==> config.mk <==
export PLATFORM = sky130hd
export DESIGN_NAME = ssc_top
export DESIGN_NICKNAME = d
export VERILOG_FILES = /design/src/rtl/ssc_top.v
export VERILOG_INCLUDE_DIRS = /design/src /design/src/rtl
export SDC_FILE = /design/constraint.sdc
export NUM_CORES = 1
export LEC_CHECK = 0
export ABC_AREA = 1
export ABC_CLOCK_PERIOD_IN_PS = 1830
export BUFFER_PORTS_ARGS = -buffer_cell sky130_fd_sc_hd__clkbuf_2
export CAP_MARGIN = 10
export CORE_MARGIN = 3
export CORE_UTILIZATION = 30
export CTS_BUF_LIST = sky130_fd_sc_hd__clkbuf_4 sky130_fd_sc_hd__clkbuf_8
export CTS_CLUSTER_DIAMETER = 60
export CTS_CLUSTER_SIZE = 10
export DETAILED_ROUTE_END_ITERATION = 12
export HOLD_SLACK_MARGIN = 0.05
export PLACE_DENSITY = 0.46
export SYNTH_ARGS = -nofsm -noshare
export SYNTH_HDL_FRONTEND = slang
export SYNTH_SLANG_ARGS = --single-unit
==> constraint.sdc <==
create_clock -name CLK -period 1.83 [get_ports CLK]
set_input_delay 0.183 -clock CLK [delete_from_list [all_inputs] [get_ports CLK]]
set_output_delay 0.183 -clock CLK [all_outputs]
set_load 0.03 [all_outputs]
==> src/rtl/ssc_defines.vh <==
`ifndef SSC_DEFINES_VH
`define SSC_DEFINES_VH
// register addresses on the plain register port
`define SSC_ADDR_W          12
`define SSC_ADDR_STATUS     12'h18F
`define SSC_ADDR_CTRL1      12'h190
`define SSC_ADDR_DATA       12'h193
`define SSC_ADDR_INT_STAT   12'h194
`define SSC_ADDR_INT_MASK   12'h195
// status register fields
`define SSC_ST_SMP          7
`define SSC_ST_CKE          6
`define SSC_ST_DA           5
`define SSC_ST_STOP         4
`define SSC_ST_START        3
`define SSC_ST_RW           2
`define SSC_ST_UA           1
`define SSC_ST_BF           0
// control one fields
`define SSC_C1_WRITE_COLLISION_FLAG         7
`define SSC_C1_OVF          6
`define SSC_C1_EN           5
`define SSC_C1_CKP          4
`define SSC_C1_MODE_HI      3
`define SSC_C1_MODE_LO      0
// interrupt status / mask fields
`define SSC_IRQ_BYTE        0
`define SSC_IRQ_START       1
`define SSC_IRQ_STOP        2
`define SSC_IRQ_WRITE_COLLISION_FLAG        3
`define SSC_IRQ_OVF         4
`define SSC_IRQ_W           5
// reset values
`define SSC_RST_STATUS      8'h00
`define SSC_RST_CTRL1       8'h00
`define SSC_RST_INT_MASK    5'h00
// mode codes
`define SSC_MODE_SPI_H0     4'h0
`define SSC_MODE_SPI_H3     4'h3
`define SSC_MODE_SPI_C_SS   4'h4
`define SSC_MODE_SPI_C      4'h5
`define SSC_MODE_I2C_C7     4'h6
`define SSC_MODE_I2C_C10    4'h7
`define SSC_MODE_I2C_H      4'h8
`define SSC_MODE_SPI_HA     4'hA
`define SSC_MODE_I2C_FW     4'hB
`define SSC_MODE_I2C_C7_SP  4'hE
`define SSC_MODE_I2C_C10_SP 4'hF
// shift counts
`define SSC_BIT_LAST        4'h7
`define SSC_BIT_ACK         4'h8
`endif

==> src/rtl/ssc_top.v <==
// Design decision made here: the strobed register port.
`timescale 1ns/100ps
// Summary of operation
// ten-bit client flags needed own-address reload
// i2c transmit: full until byte sent
// receive: full until software reads buffer
// i2c receive full ignores ack, stop
// start/stop flags cleared on reset, disable
// client direction bit from last address match
// active when busy or any host sequence
// host direction bit shows transmit progress
// spi: write while shifting sets collision
// i2c host: write when bus unready collides
// i2c client: write while transmitting collides
// receive: byte into full buffer overflows
// overflow, collision ignored in stated modes
// enable connects pins, else general i/o
// spi clock idle level from polarity
// i2c client: release bit stretches clock
// codes 1111/1110 client with start/stop irq
// hardware set beats software clear
module ssc_top (
  CLK,
  RESETN,
  ADDR,
  WDATA,
  WR,
  RD,
  RDATA,
  IRQ,
  SCK_IN,
  SDI,
  SS_N,
  SDO,
  SDO_OE,
  SCK_OUT,
  SCK_OE,
  SDA_IN,
  SCL_IN,
  SDA_OUT,
  SDA_OE,
  SCL_OUT,
  SCL_OE,
  PORT_ENABLE,
  ADDR_MATCH,
  ADDR_RW,
  NACK_SEEN,
  UA_SET,
  UA_CLEAR,
  BUS_READY,
  START_EN,
  RSTART_EN,
  STOP_EN,
  RECV_EN,
  ACK_EN,
  ACTIVE
);
`include "ssc_defines.vh"
  input                       CLK;
  input                       RESETN;
  input  [`SSC_ADDR_W-1:0]    ADDR;
  input  [7:0]                WDATA;
  input                       WR;
  input                       RD;
  output [7:0]                RDATA;
  output                      IRQ;
  input                       SCK_IN;
  input                       SDI;
  input                       SS_N;
  output                      SDO;
  output                      SDO_OE;
  output                      SCK_OUT;
  output                      SCK_OE;
  input                       SDA_IN;
  input                       SCL_IN;
  output                      SDA_OUT;
  output                      SDA_OE;
  output                      SCL_OUT;
  output                      SCL_OE;
  output                      PORT_ENABLE;
  input                       ADDR_MATCH;
  input                       ADDR_RW;
  input                       NACK_SEEN;
  input                       UA_SET;
  input                       UA_CLEAR;
  input                       BUS_READY;
  input                       START_EN;
  input                       RSTART_EN;
  input                       STOP_EN;
  input                       RECV_EN;
  input                       ACK_EN;
  output                      ACTIVE;

  // one-hot link states
  localparam ST_IDLE = 3'b001;
  localparam ST_SPI  = 3'b010;
  localparam ST_I2C  = 3'b100;

  ////////////////////////////////////////////////////////////////////////////
  // mode decode helpers

  function is_spi;
    input [3:0] m;
    begin
      is_spi = (m <= `SSC_MODE_SPI_C) || (m == `SSC_MODE_SPI_HA);
    end
  endfunction

  function is_spi_host;
    input [3:0] m;
    begin
      is_spi_host = (m <= `SSC_MODE_SPI_H3) || (m == `SSC_MODE_SPI_HA);
    end
  endfunction

  function is_i2c_client;
    input [3:0] m;
    begin
      is_i2c_client = (m == `SSC_MODE_I2C_C7) || (m == `SSC_MODE_I2C_C10) ||
                      (m == `SSC_MODE_I2C_C7_SP) || (m == `SSC_MODE_I2C_C10_SP);
    end
  endfunction

  function is_ten_bit;
    input [3:0] m;
    begin
      is_ten_bit = (m == `SSC_MODE_I2C_C10) || (m == `SSC_MODE_I2C_C10_SP);
    end
  endfunction

  ////////////////////////////////////////////////////////////////////////////
  // declarations

  reg  [2:0]  pin_meta_reg;
  reg  [2:0]  pin_sync_reg;
  reg  [2:0]  pin_last_reg;
  reg  [1:0]  bus_meta_reg;
  reg  [1:0]  bus_sync_reg;
  reg  [1:0]  bus_last_reg;
  reg  [7:0]  ctrl_reg;
  reg  [7:0]  ctrl_next;
  reg  [7:0]  stat_reg;
  reg  [7:0]  stat_next;
  reg  [4:0]  int_stat_reg;
  reg  [4:0]  int_mask_reg;
  reg  [7:0]  rdata_reg;
  reg  [7:0]  shift_reg;
  reg  [7:0]  rx_buf_reg;
  reg  [3:0]  bit_cnt_reg;
  reg         tx_busy_reg;
  reg         sda_bit_reg;
  reg  [2:0]  state_reg;
  reg  [2:0]  state_next;
  reg  [7:0]  rd_mux;

  wire [3:0]  mode       = ctrl_reg[`SSC_C1_MODE_HI:`SSC_C1_MODE_LO];
  wire        enable     = ctrl_reg[`SSC_C1_EN];
  wire        clock_polarity_release        = ctrl_reg[`SSC_C1_CKP];
  wire        cke        = stat_reg[`SSC_ST_CKE];
  wire        bf         = stat_reg[`SSC_ST_BF];
  wire        mode_spi   = is_spi(mode);
  wire        mode_spih  = is_spi_host(mode);
  wire        mode_i2cc  = is_i2c_client(mode);
  wire        mode_i2ch  = (mode == `SSC_MODE_I2C_H) || (mode == `SSC_MODE_I2C_FW);
  wire        sck_s      = pin_sync_reg[0];
  wire        sdi_s      = pin_sync_reg[1];
  wire        ss_n_s     = pin_sync_reg[2];
  wire        sda_s      = bus_sync_reg[0];
  wire        scl_s      = bus_sync_reg[1];
  wire        sck_rise   = sck_s & ~pin_last_reg[0];
  wire        sck_fall   = ~sck_s & pin_last_reg[0];
  wire        scl_rise   = scl_s & ~bus_last_reg[1];
  wire        scl_fall   = ~scl_s & bus_last_reg[1];
  wire        sda_last_fall = ~sda_s & bus_last_reg[0];
  wire        i2c_start  = sda_last_fall & scl_s & bus_last_reg[1];
  wire        i2c_stop   = sda_s & ~bus_last_reg[0] & scl_s & bus_last_reg[1];
  wire        ss_ok      = (mode != `SSC_MODE_SPI_C_SS) | ~ss_n_s;
  // leading edge leaves idle; with cke set data is sampled there
  wire        sck_lead   = clock_polarity_release ? sck_fall : sck_rise;
  wire        sck_trail  = clock_polarity_release ? sck_rise : sck_fall;
  wire        spi_sample = (state_reg == ST_SPI) & ss_ok & (cke ? sck_lead : sck_trail);
  wire        i2c_sample = (state_reg == ST_I2C) & scl_rise;
  wire        i2c_client_tx = mode_i2cc & stat_reg[`SSC_ST_RW];
  wire        host_seq   = START_EN | RSTART_EN | STOP_EN | RECV_EN | ACK_EN;
  wire        wr_ctrl    = WR & (ADDR == `SSC_ADDR_CTRL1);
  wire        wr_stat    = WR & (ADDR == `SSC_ADDR_STATUS);
  wire        wr_data    = WR & (ADDR == `SSC_ADDR_DATA);
  wire        wr_istat   = WR & (ADDR == `SSC_ADDR_INT_STAT);
  wire        wr_imask   = WR & (ADDR == `SSC_ADDR_INT_MASK);
  wire        rd_data    = RD & (ADDR == `SSC_ADDR_DATA);
  // data byte completes on the eighth sample; the ninth (ack) bit never counts
  wire        byte_done  = (spi_sample | i2c_sample) & (bit_cnt_reg == `SSC_BIT_LAST);
  // spi is full duplex, so every spi byte counts as received
  wire        rx_ctx     = mode_spi | (mode_i2cc & ~stat_reg[`SSC_ST_RW]) | (mode_i2ch & RECV_EN);
  wire        i2c_tx_ctx = i2c_client_tx | (mode_i2ch & ~RECV_EN);
  wire        ev_start   = enable & ~mode_spi & i2c_start;
  wire        ev_stop    = enable & ~mode_spi & i2c_stop;
  reg         ev_write_collision_flag;
  reg         ev_ovf;

  ////////////////////////////////////////////////////////////////////////////
  // pin synchronisers; first stage feeds only the second

  always @(posedge CLK)
  begin
    if (!RESETN)
    begin
      pin_meta_reg <= 3'h0;
      pin_sync_reg <= 3'h0;
      pin_last_reg <= 3'h0;
      bus_meta_reg <= 2'h3;
      bus_sync_reg <= 2'h3;
      bus_last_reg <= 2'h3;
    end
    else
    begin
      pin_meta_reg <= {SS_N, SDI, SCK_IN};
      pin_sync_reg <= pin_meta_reg;
      pin_last_reg <= pin_sync_reg;
      bus_meta_reg <= {SCL_IN, SDA_IN};
      bus_sync_reg <= bus_meta_reg;
      bus_last_reg <= bus_sync_reg;
    end
  end

  ////////////////////////////////////////////////////////////////////////////
  // link state: which shifter personality is live

  always @*
  begin
    state_next = ST_IDLE;
    case (state_reg)
      ST_IDLE, ST_SPI, ST_I2C:
      begin
        if (!enable)
          state_next = ST_IDLE;
        else if (mode_spi)
          state_next = ST_SPI;
        else
          state_next = ST_I2C;
      end
      default:
        state_next = ST_IDLE;
    endcase
  end

  ////////////////////////////////////////////////////////////////////////////
  // collision and overflow detection

  always @*
  begin
    ev_write_collision_flag = 1'b0;
    ev_ovf  = 1'b0;
    if (enable && wr_data)
    begin
      if (mode_spi)
        ev_write_collision_flag = tx_busy_reg | (bit_cnt_reg != 4'h0);
      else if (mode_i2ch && !RECV_EN)
        ev_write_collision_flag = ~BUS_READY | tx_busy_reg | host_seq;
      else if (i2c_client_tx)
        ev_write_collision_flag = tx_busy_reg;
    end
    // host transmit never overflows: each transfer is started by software
    if (byte_done && bf && rx_ctx && !mode_spih && !(mode_i2ch && !RECV_EN))
      ev_ovf = 1'b1;
  end

  ////////////////////////////////////////////////////////////////////////////
  // control one: writable, hardware sets win over a software clear

  always @*
  begin
    ctrl_next = ctrl_reg;
    if (wr_ctrl)
      ctrl_next = WDATA;
    if (ev_write_collision_flag)
      ctrl_next[`SSC_C1_WRITE_COLLISION_FLAG] = 1'b1;
    if (ev_ovf)
      ctrl_next[`SSC_C1_OVF] = 1'b1;
  end

  ////////////////////////////////////////////////////////////////////////////
  // status flags

  always @*
  begin
    stat_next = stat_reg;
    if (wr_stat)
    begin
      stat_next[`SSC_ST_SMP] = WDATA[`SSC_ST_SMP];
      stat_next[`SSC_ST_CKE] = WDATA[`SSC_ST_CKE];
    end
    // start and stop record only whichever came last
    if (ev_start)
    begin
      stat_next[`SSC_ST_START] = 1'b1;
      stat_next[`SSC_ST_STOP]  = 1'b0;
    end
    if (ev_stop)
    begin
      stat_next[`SSC_ST_STOP]  = 1'b1;
      stat_next[`SSC_ST_START] = 1'b0;
    end
    if (!enable)
    begin
      stat_next[`SSC_ST_START] = 1'b0;
      stat_next[`SSC_ST_STOP]  = 1'b0;
    end
    // direction bit: client latches address, host reports transmit
    if (mode_i2cc)
    begin
      if (ev_start || ev_stop || NACK_SEEN)
        stat_next[`SSC_ST_RW] = 1'b0;
      if (ADDR_MATCH)
        stat_next[`SSC_ST_RW] = ADDR_RW;
    end
    else if (mode_i2ch)
      stat_next[`SSC_ST_RW] = tx_busy_reg;
    else
      stat_next[`SSC_ST_RW] = 1'b0;
    // address update needed only in ten-bit client modes
    if (!is_ten_bit(mode))
      stat_next[`SSC_ST_UA] = 1'b0;
    else if (UA_SET)
      stat_next[`SSC_ST_UA] = 1'b1;
    else if (UA_CLEAR)
      stat_next[`SSC_ST_UA] = 1'b0;
    // buffer full: receive side clears on read, transmit side on send
    if (rx_ctx && rd_data)
      stat_next[`SSC_ST_BF] = 1'b0;
    if (i2c_tx_ctx && byte_done)
      stat_next[`SSC_ST_BF] = 1'b0;
    if (i2c_tx_ctx && wr_data && !ev_write_collision_flag && enable)
      stat_next[`SSC_ST_BF] = 1'b1;
    if (rx_ctx && byte_done)
      stat_next[`SSC_ST_BF] = 1'b1;
    stat_next[`SSC_ST_DA] = 1'b0;
  end

  ////////////////////////////////////////////////////////////////////////////
  // register updates

  always @(posedge CLK)
  begin
    if (!RESETN)
    begin
      ctrl_reg  <= `SSC_RST_CTRL1;
      stat_reg  <= `SSC_RST_STATUS;
      state_reg <= ST_IDLE;
    end
    else
    begin
      ctrl_reg  <= ctrl_next;
      stat_reg  <= stat_next;
      state_reg <= state_next;
    end
  end

  ////////////////////////////////////////////////////////////////////////////
  // shifter: shared by spi full duplex and i2c client and host byte transfer

  always @(posedge CLK)
  begin
    if (!RESETN)
    begin
      shift_reg   <= 8'h00;
      rx_buf_reg  <= 8'h00;
      bit_cnt_reg <= 4'h0;
      tx_busy_reg <= 1'b0;
      sda_bit_reg <= 1'b1;
    end
    else if (state_reg == ST_IDLE)
    begin
      bit_cnt_reg <= 4'h0;
      tx_busy_reg <= 1'b0;
      sda_bit_reg <= 1'b1;
    end
    else
    begin
      // a colliding write is dropped so the byte in flight is not corrupted
      if (wr_data && !ev_write_collision_flag)
      begin
        shift_reg   <= WDATA;
        tx_busy_reg <= 1'b1;
      end
      else if (spi_sample || i2c_sample)
      begin
        if (bit_cnt_reg == `SSC_BIT_ACK)
          bit_cnt_reg <= 4'h0;
        else
        begin
          shift_reg <= {shift_reg[6:0], (state_reg == ST_SPI) ? sdi_s : sda_s};
          if (bit_cnt_reg == `SSC_BIT_LAST)
          begin
            // rx data must not see the overwrite when the buffer was full
            if (!bf || !rx_ctx)
              rx_buf_reg <= {shift_reg[6:0], (state_reg == ST_SPI) ? sdi_s : sda_s};
            tx_busy_reg <= 1'b0;
            bit_cnt_reg <= (state_reg == ST_SPI) ? 4'h0 : `SSC_BIT_ACK;
          end
          else
            bit_cnt_reg <= bit_cnt_reg + 4'h1;
        end
      end
      if ((state_reg == ST_I2C) && i2c_start)
        bit_cnt_reg <= 4'h0;
      // i2c data changes only while the clock is low
      if ((state_reg == ST_I2C) && scl_fall)
        sda_bit_reg <= ~(i2c_client_tx & tx_busy_reg & (bit_cnt_reg < `SSC_BIT_ACK)) |
                       shift_reg[7];
    end
  end

  ////////////////////////////////////////////////////////////////////////////
  // interrupt status (write one to clear, set wins) and mask

  always @(posedge CLK)
  begin
    if (!RESETN)
    begin
      int_stat_reg <= 5'h00;
      int_mask_reg <= `SSC_RST_INT_MASK;
    end
    else
    begin
      int_stat_reg <= (int_stat_reg & ~(wr_istat ? WDATA[`SSC_IRQ_W-1:0] : 5'h00)) |
                      {ev_ovf, ev_write_collision_flag,
                       ev_stop & (mode == `SSC_MODE_I2C_C7_SP || mode == `SSC_MODE_I2C_C10_SP),
                       ev_start & (mode == `SSC_MODE_I2C_C7_SP || mode == `SSC_MODE_I2C_C10_SP),
                       byte_done};
      if (wr_imask)
        int_mask_reg <= WDATA[`SSC_IRQ_W-1:0];
    end
  end

  ////////////////////////////////////////////////////////////////////////////
  // read path: data one cycle after the strobe, unmapped reads zero

  always @*
  begin
    rd_mux = 8'h00;
    case (ADDR)
      `SSC_ADDR_STATUS:   rd_mux = stat_reg;
      `SSC_ADDR_CTRL1:    rd_mux = ctrl_reg;
      `SSC_ADDR_DATA:     rd_mux = rx_buf_reg;
      `SSC_ADDR_INT_STAT: rd_mux = {3'h0, int_stat_reg};
      `SSC_ADDR_INT_MASK: rd_mux = {3'h0, int_mask_reg};
      default:            rd_mux = 8'h00;
    endcase
  end

  always @(posedge CLK)
  begin
    if (!RESETN)
      rdata_reg <= 8'h00;
    else
      rdata_reg <= RD ? rd_mux : 8'h00;
  end

  ////////////////////////////////////////////////////////////////////////////
  // pin drive; no baud generator, so the host clock rests at idle

  assign RDATA       = rdata_reg;
  assign IRQ         = |(int_stat_reg & int_mask_reg);
  assign PORT_ENABLE = enable;
  assign SDO         = shift_reg[7];
  assign SDO_OE      = (state_reg == ST_SPI) & ss_ok;
  assign SCK_OUT     = clock_polarity_release;
  assign SCK_OE      = (state_reg == ST_SPI) & mode_spih;
  assign SDA_OUT     = 1'b0;
  assign SDA_OE      = (state_reg == ST_I2C) & ~sda_bit_reg;
  assign SCL_OUT     = 1'b0;
  assign SCL_OE      = (state_reg == ST_I2C) & mode_i2cc & ~clock_polarity_release;
  assign ACTIVE      = (mode_i2ch & stat_reg[`SSC_ST_RW]) | host_seq;

endmodule

# Yosys cells after proc, flatten, opt, wreduce, memory -nomap -nowiden
# Index checks and enable logic that the tools add are counted.
# totals
wordCells	213
input_bits	40
regBits	72
out_inout_bits	19
# op_classes
addsub	1
order_cmp	3
n_reduce_logical	54
mux	37
bitwise	73
n_eq_ne	20
# ops
cell	count
== test 12 x 9 -> 1 bit, second input constant	5
one-hot mux 8 bit (5 select lines)	1
AND 1 bit	36
2-to-1 mux 8 bit	4
2-to-1 mux 1 bit	25
== test 4 bit, second input constant	6
inverter 1 bit	19
logical AND 1 bit	15
bitwise OR 1 bit	14
== test 4 x 3 -> 1 bit, second input constant	3
logical OR 1 bit	12
2-to-1 mux 4 bit	3
nonzero test 2 bit	6
AND 5 bit	2
AND reduction 3 bit	3
OR reduction 3 bit	3
AND reduction 2 bit	4
nonzero test 4 bit	2
logical NOT 1 bit	6
AND reduction 6 bit	1
2-to-1 mux 5 bit	1
inverter 5 bit	1
bitwise OR 5 bit	1
OR reduction 5 bit	1
13 further kinds	14

# Depth between registers and ports, before layout
# logic_depth
ltp_word	14
mapped_depth	15
ltp_nobuf	14

# Least setup slack after synthesis
# OpenSTA, ideal clock, no wires.
# synth_timing
kind	register -> register
start	reg ctrl_reg[1]
end	reg rx_buf_reg[7]
period_less_slack_ps	1767
stages_incl_launch_ff	12
required_ps	1697
arrival_ps	1634
setup_time_ps	133
setup_slack_ps	63
path_buffers	0
path_cell_list	dfxtp_1 inv_2 nand2_1 nor2_1 a21oi_2 nand2_1 nand2_2 nand2_2 nor2_4 nand2_2 nand2_1 a21oi_1
# synth_between
word_cells_on_any_way	34
cone_classes	order compare (1); eq/ne (8); mux (4); bitwise (9); reduce/logical (12)
# synth_lines
element	line_no	text
start, declared	ssc_top.v:140	reg [7:0] ctrl_reg;
start signal, assigned	ssc_top.v:347	ctrl_reg <= `SSC_RST_CTRL1;
start signal, assigned	ssc_top.v:353	ctrl_reg <= ctrl_next;
!= test 4 x 3 -> 1 bit (no line)	-	
bitwise OR 1 bit	ssc_top.v:177	wire ss_ok = (mode != `SSC_MODE_SPI_C_SS) | ~ss_n_s;
AND 1 bit	-	
via SDO_OE	ssc_top.v:71	output SDO_OE;
AND 1 bit	ssc_top.v:181	wire spi_sample = (state_reg == ST_SPI) & ss_ok & (cke ? sck_lead : sck_trail);
logical OR 1 bit	ssc_top.v:386	else if (spi_sample || i2c_sample)
AND reduction 6 bit (no line)	-	
end signal, assigned	ssc_top.v:397	rx_buf_reg <= {shift_reg[6:0], (state_reg == ST_SPI) ? sdi_s : sda_s};
end, declared	ssc_top.v:148	reg [7:0] rx_buf_reg;
# The timed path passes the listed nets, and every way through them passes these cells.
# A chain may end at the register's enable or synchronous reset.

# Worst setup path in the final report
# layout_timing
start	reg state_reg[2]
end	out SCL_OE
# layout_between
elab_chain_cells	3
# layout_lines
element	line_no	text
start, declared	ssc_top.v:152	reg [2:0] state_reg;
start signal, assigned	ssc_top.v:355	state_reg <= state_next;
== test 3 bit	ssc_top.v:473	assign SCL_OE = (state_reg == ST_I2C) & mode_i2cc & ~clock_polarity_release;
AND 1 bit (2 in series)	ssc_top.v:473	
end, declared	ssc_top.v:79	output SCL_OE;
# No other way between the ends.

==> metrics.md <==
| Metric | Value |
|---|---|
| Status | complete, no violations |
| Cell area after synthesis | 3432 µm² |
| Fin crit share | 91.10% |
| Crit-path cells | inv_1 -> nor3_2 -> buf_4 -> inv_1 -> nor3_2 -> clkbuf_4 |
| CP max stage delay | 0.33 ns |
| Layout cells sized above 1 | 24.50% |
| H-tree depth | 3 |
| Remaining DRCs | 0 |
| Hold_ws | 0.1188 ns |
| P per Cell Area | 709.7 nW/µm² |
| Slowest CP cell | dfxtp_1 |
| Clock latency on the worst-skew pair | 0.35 ns |
| Final Cell Area | 4414 µm² |
| Longest Clk Path Bufs | 2 |
| Lkg Pwr | 2.003 nW |
| Avg WL per Cell | 13.56 µm |
| # IOs | 59 |
| Pin count of the biggest net entering global routing | 17 |
| Fmax | 599.8 MHz |
| IO Port Bufs | 56 |
| Worst Skew | 0.008128 ns |
| DPL Wire Length | 7975 µm |
| Post-CTS setup buffers | 0 |
| Worst endpoint data arrival time | 1.48 ns |
| Final wirelength | 10030 µm |
| Nets | 637 |
| Max-cap check violation count | 0 |
| Synth top area share | 41.41% |
| Distinct cells, synth | 40 |
| Post-synth EDFFs | 0 |
| Sequential Area | 1429 µm² |
| Fillers | 1207 |
| Area grow syn2layout | 28.62% |
| #FFs+latches synth | 71 |
| Placed Area | 4079 µm² |
| Die width | 113.0 µm |
| Cts bufs inserted | 9 |
| Kind of critical path | flop to primary output |
| Core area | 11030 µm² |
| CTS Root Cell | clkbuf_8 |
| RD Place Congestion | 0.8455 |
| Yosys top cell by area | dfxtp_1 |
| Post-synthesis sequential area ratio | 41.41% |
| Asr flop ratio synth | 0% |
| Die area | 12760 µm² |
| Final hold vios | 0 |
| Power Total | 3.133 mW |
| Congestion Overflow GR | 0 |
| Pins Over Slew Limit | 0 |
| Setup violators final | 0 |
| Final setup TNS | 0 ns |
| Vias per cell | 4.612 |
| Syn Inst Count | 501 |
| Multi-input gate area | 1684 µm² |
| CP required | 1.65 ns |
| Max VDD drop | 0.3338 mV |
| First-pass GRT wire length | 15880 µm |
| CTS Sinks | 71 |
| Syn_area_per_cell | 6.850 µm² |
| Crit. End Element | primary output |
| Via count | 3413 |
| Antenna-violating nets left | 0 |
| # rows | 38 |
| GRT Total Usage | 15.78% |
| CTS tree | done |
| Clk pin slew, worst setup/hold paths | 0.08 ns |
| DR pass1 iterations | 4 |
| Most frequent cells in the layout | nand2_1, inv_1, dfxtp_1 |
| Initial antenna violation count | 0 |
| Antenna diodes | 0 |
| Initial core utilization | 31.11% |
| DR iter-0 viols | 129 |
| Crit Path Max Fanout | 4 |
| Post-synth top flop | dfxtp_1 |
| Yosys warnings | 0 |
| Final Util | 40.02% |
| Vias in the first global route | 3146 |
| Worst hold-check path type | input pin to flop |
| Fin crit period | 1.667 ns |
| Top post-synthesis cells by area | dfxtp_1, nand2_1, inv_1, nor2_1, nand3_1 |
| Chip Height | 113.0 µm |
| Crit start category | flop |
| Commonest non-fill, non-tap cell in the layout | nand2_1 |
[what timing repair did]
item	4_1_cts	5_1_grt
hold endpoints to repair	5	0
gates resized for setup	1	19
hold buffers	5	0
endpoints found under the setup margin	1	24
pin swaps	0	1
gates cloned	0	0
[synth_stat cells, drive strengths merged, types with 3 or more instances]
cell and instances:
a21oi 34, nand2 113, a211oi 7, nand3 40
inv 81, o22ai 4, buf 6, dfxtp 71
o21ai 24, nand4 3, clkbuf 6, nor2 66
nor3 18, or2 7
[power by group]
| part | internal (mW) | total (mW) | switching [mW] |
|---|---|---|---|
| Sequential | 1.55 | 1.56 | 0.00407 |
| Clock | 0.773 | 1.42 | 0.652 |
| Combinational | 0.0611 | 0.150 | 0.0888 |
| Total | 2.39 | 3.13 | 0.745 |
[logic make-up (layout without fill, tap and decap cells)]
| logic type | after synthesis | count (layout) | share of synthesized area (%) |
|---|---|---|---|
| fa+ha+maj | 2 | 2 | 0.7290 |
| simple gates | 252 | 252 | 32.88 |
| buf+inv | 94 | 192 | 11.08 |
| flops | 71 | 71 | 41.41 |
| compound gates | 80 | 80 | 13.49 |
| mux | 1 | 1 | 0.2917 |
| other cells | 1 | 2 | 0.1093 |
[stage by stage]
| stage | worst slack [ns] | std cells |
|---|---|---|
| 2_1_floorplan | 0.06337 | 502 |
| 3_3_place_gp | 0.1126 | 719 |
| 3_5_place_dp | 0.07059 | 719 |
| 4_1_cts | 0.0002446 | 740 |
| 5_1_grt | -0.001454 | 740 |
| 6_report | 0.1629 | 740 |
[metal layers]
layer  up-vias  routed length (µm)  global-route usage [%]
met3        15                 511                   2.834
met5         -                   0                       0
met1      1524                4870                   21.56
met4         0                 162                   5.609
li1       1788                   -                       -
met2        86                4487                   25.00
[area by class of cell]
type,instances,area share [%]
repair buffers,94,13.52
inverters,82,7.029
clock buffers,9,2.806
clock inverters,7,2.154
flip-flops and latches,71,32.37
multi-input cells,337,38.15
well taps,140,3.968
[worst max-delay path, delay by kind of cell, from the launching register on]
kind,cells,cell delay (ns)
flops,1,0.33
simple gates,2,0.28
buf+inv,4,0.52
[path summary, 6_finish.rpt]
path                                                 start                           to  slack, ns  cells after the start
worst max-delay path               state_reg[2]$_SDFF_PN0_                       SCL_OE       0.16                      6
worst min-delay path                              WDATA[7]     stat_reg[7]$_SDFFE_PN0P_       0.12                      3
worst max register to register    ctrl_reg[0]$_SDFFE_PN0P_  bit_cnt_reg[1]$_SDFFE_PP0P_       0.17                     13
worst min register to register  pin_meta_reg[1]$_SDFF_PN0_   pin_sync_reg[1]$_SDFF_PN0_       0.42                      2
Power figures use the tool's default switching activity.
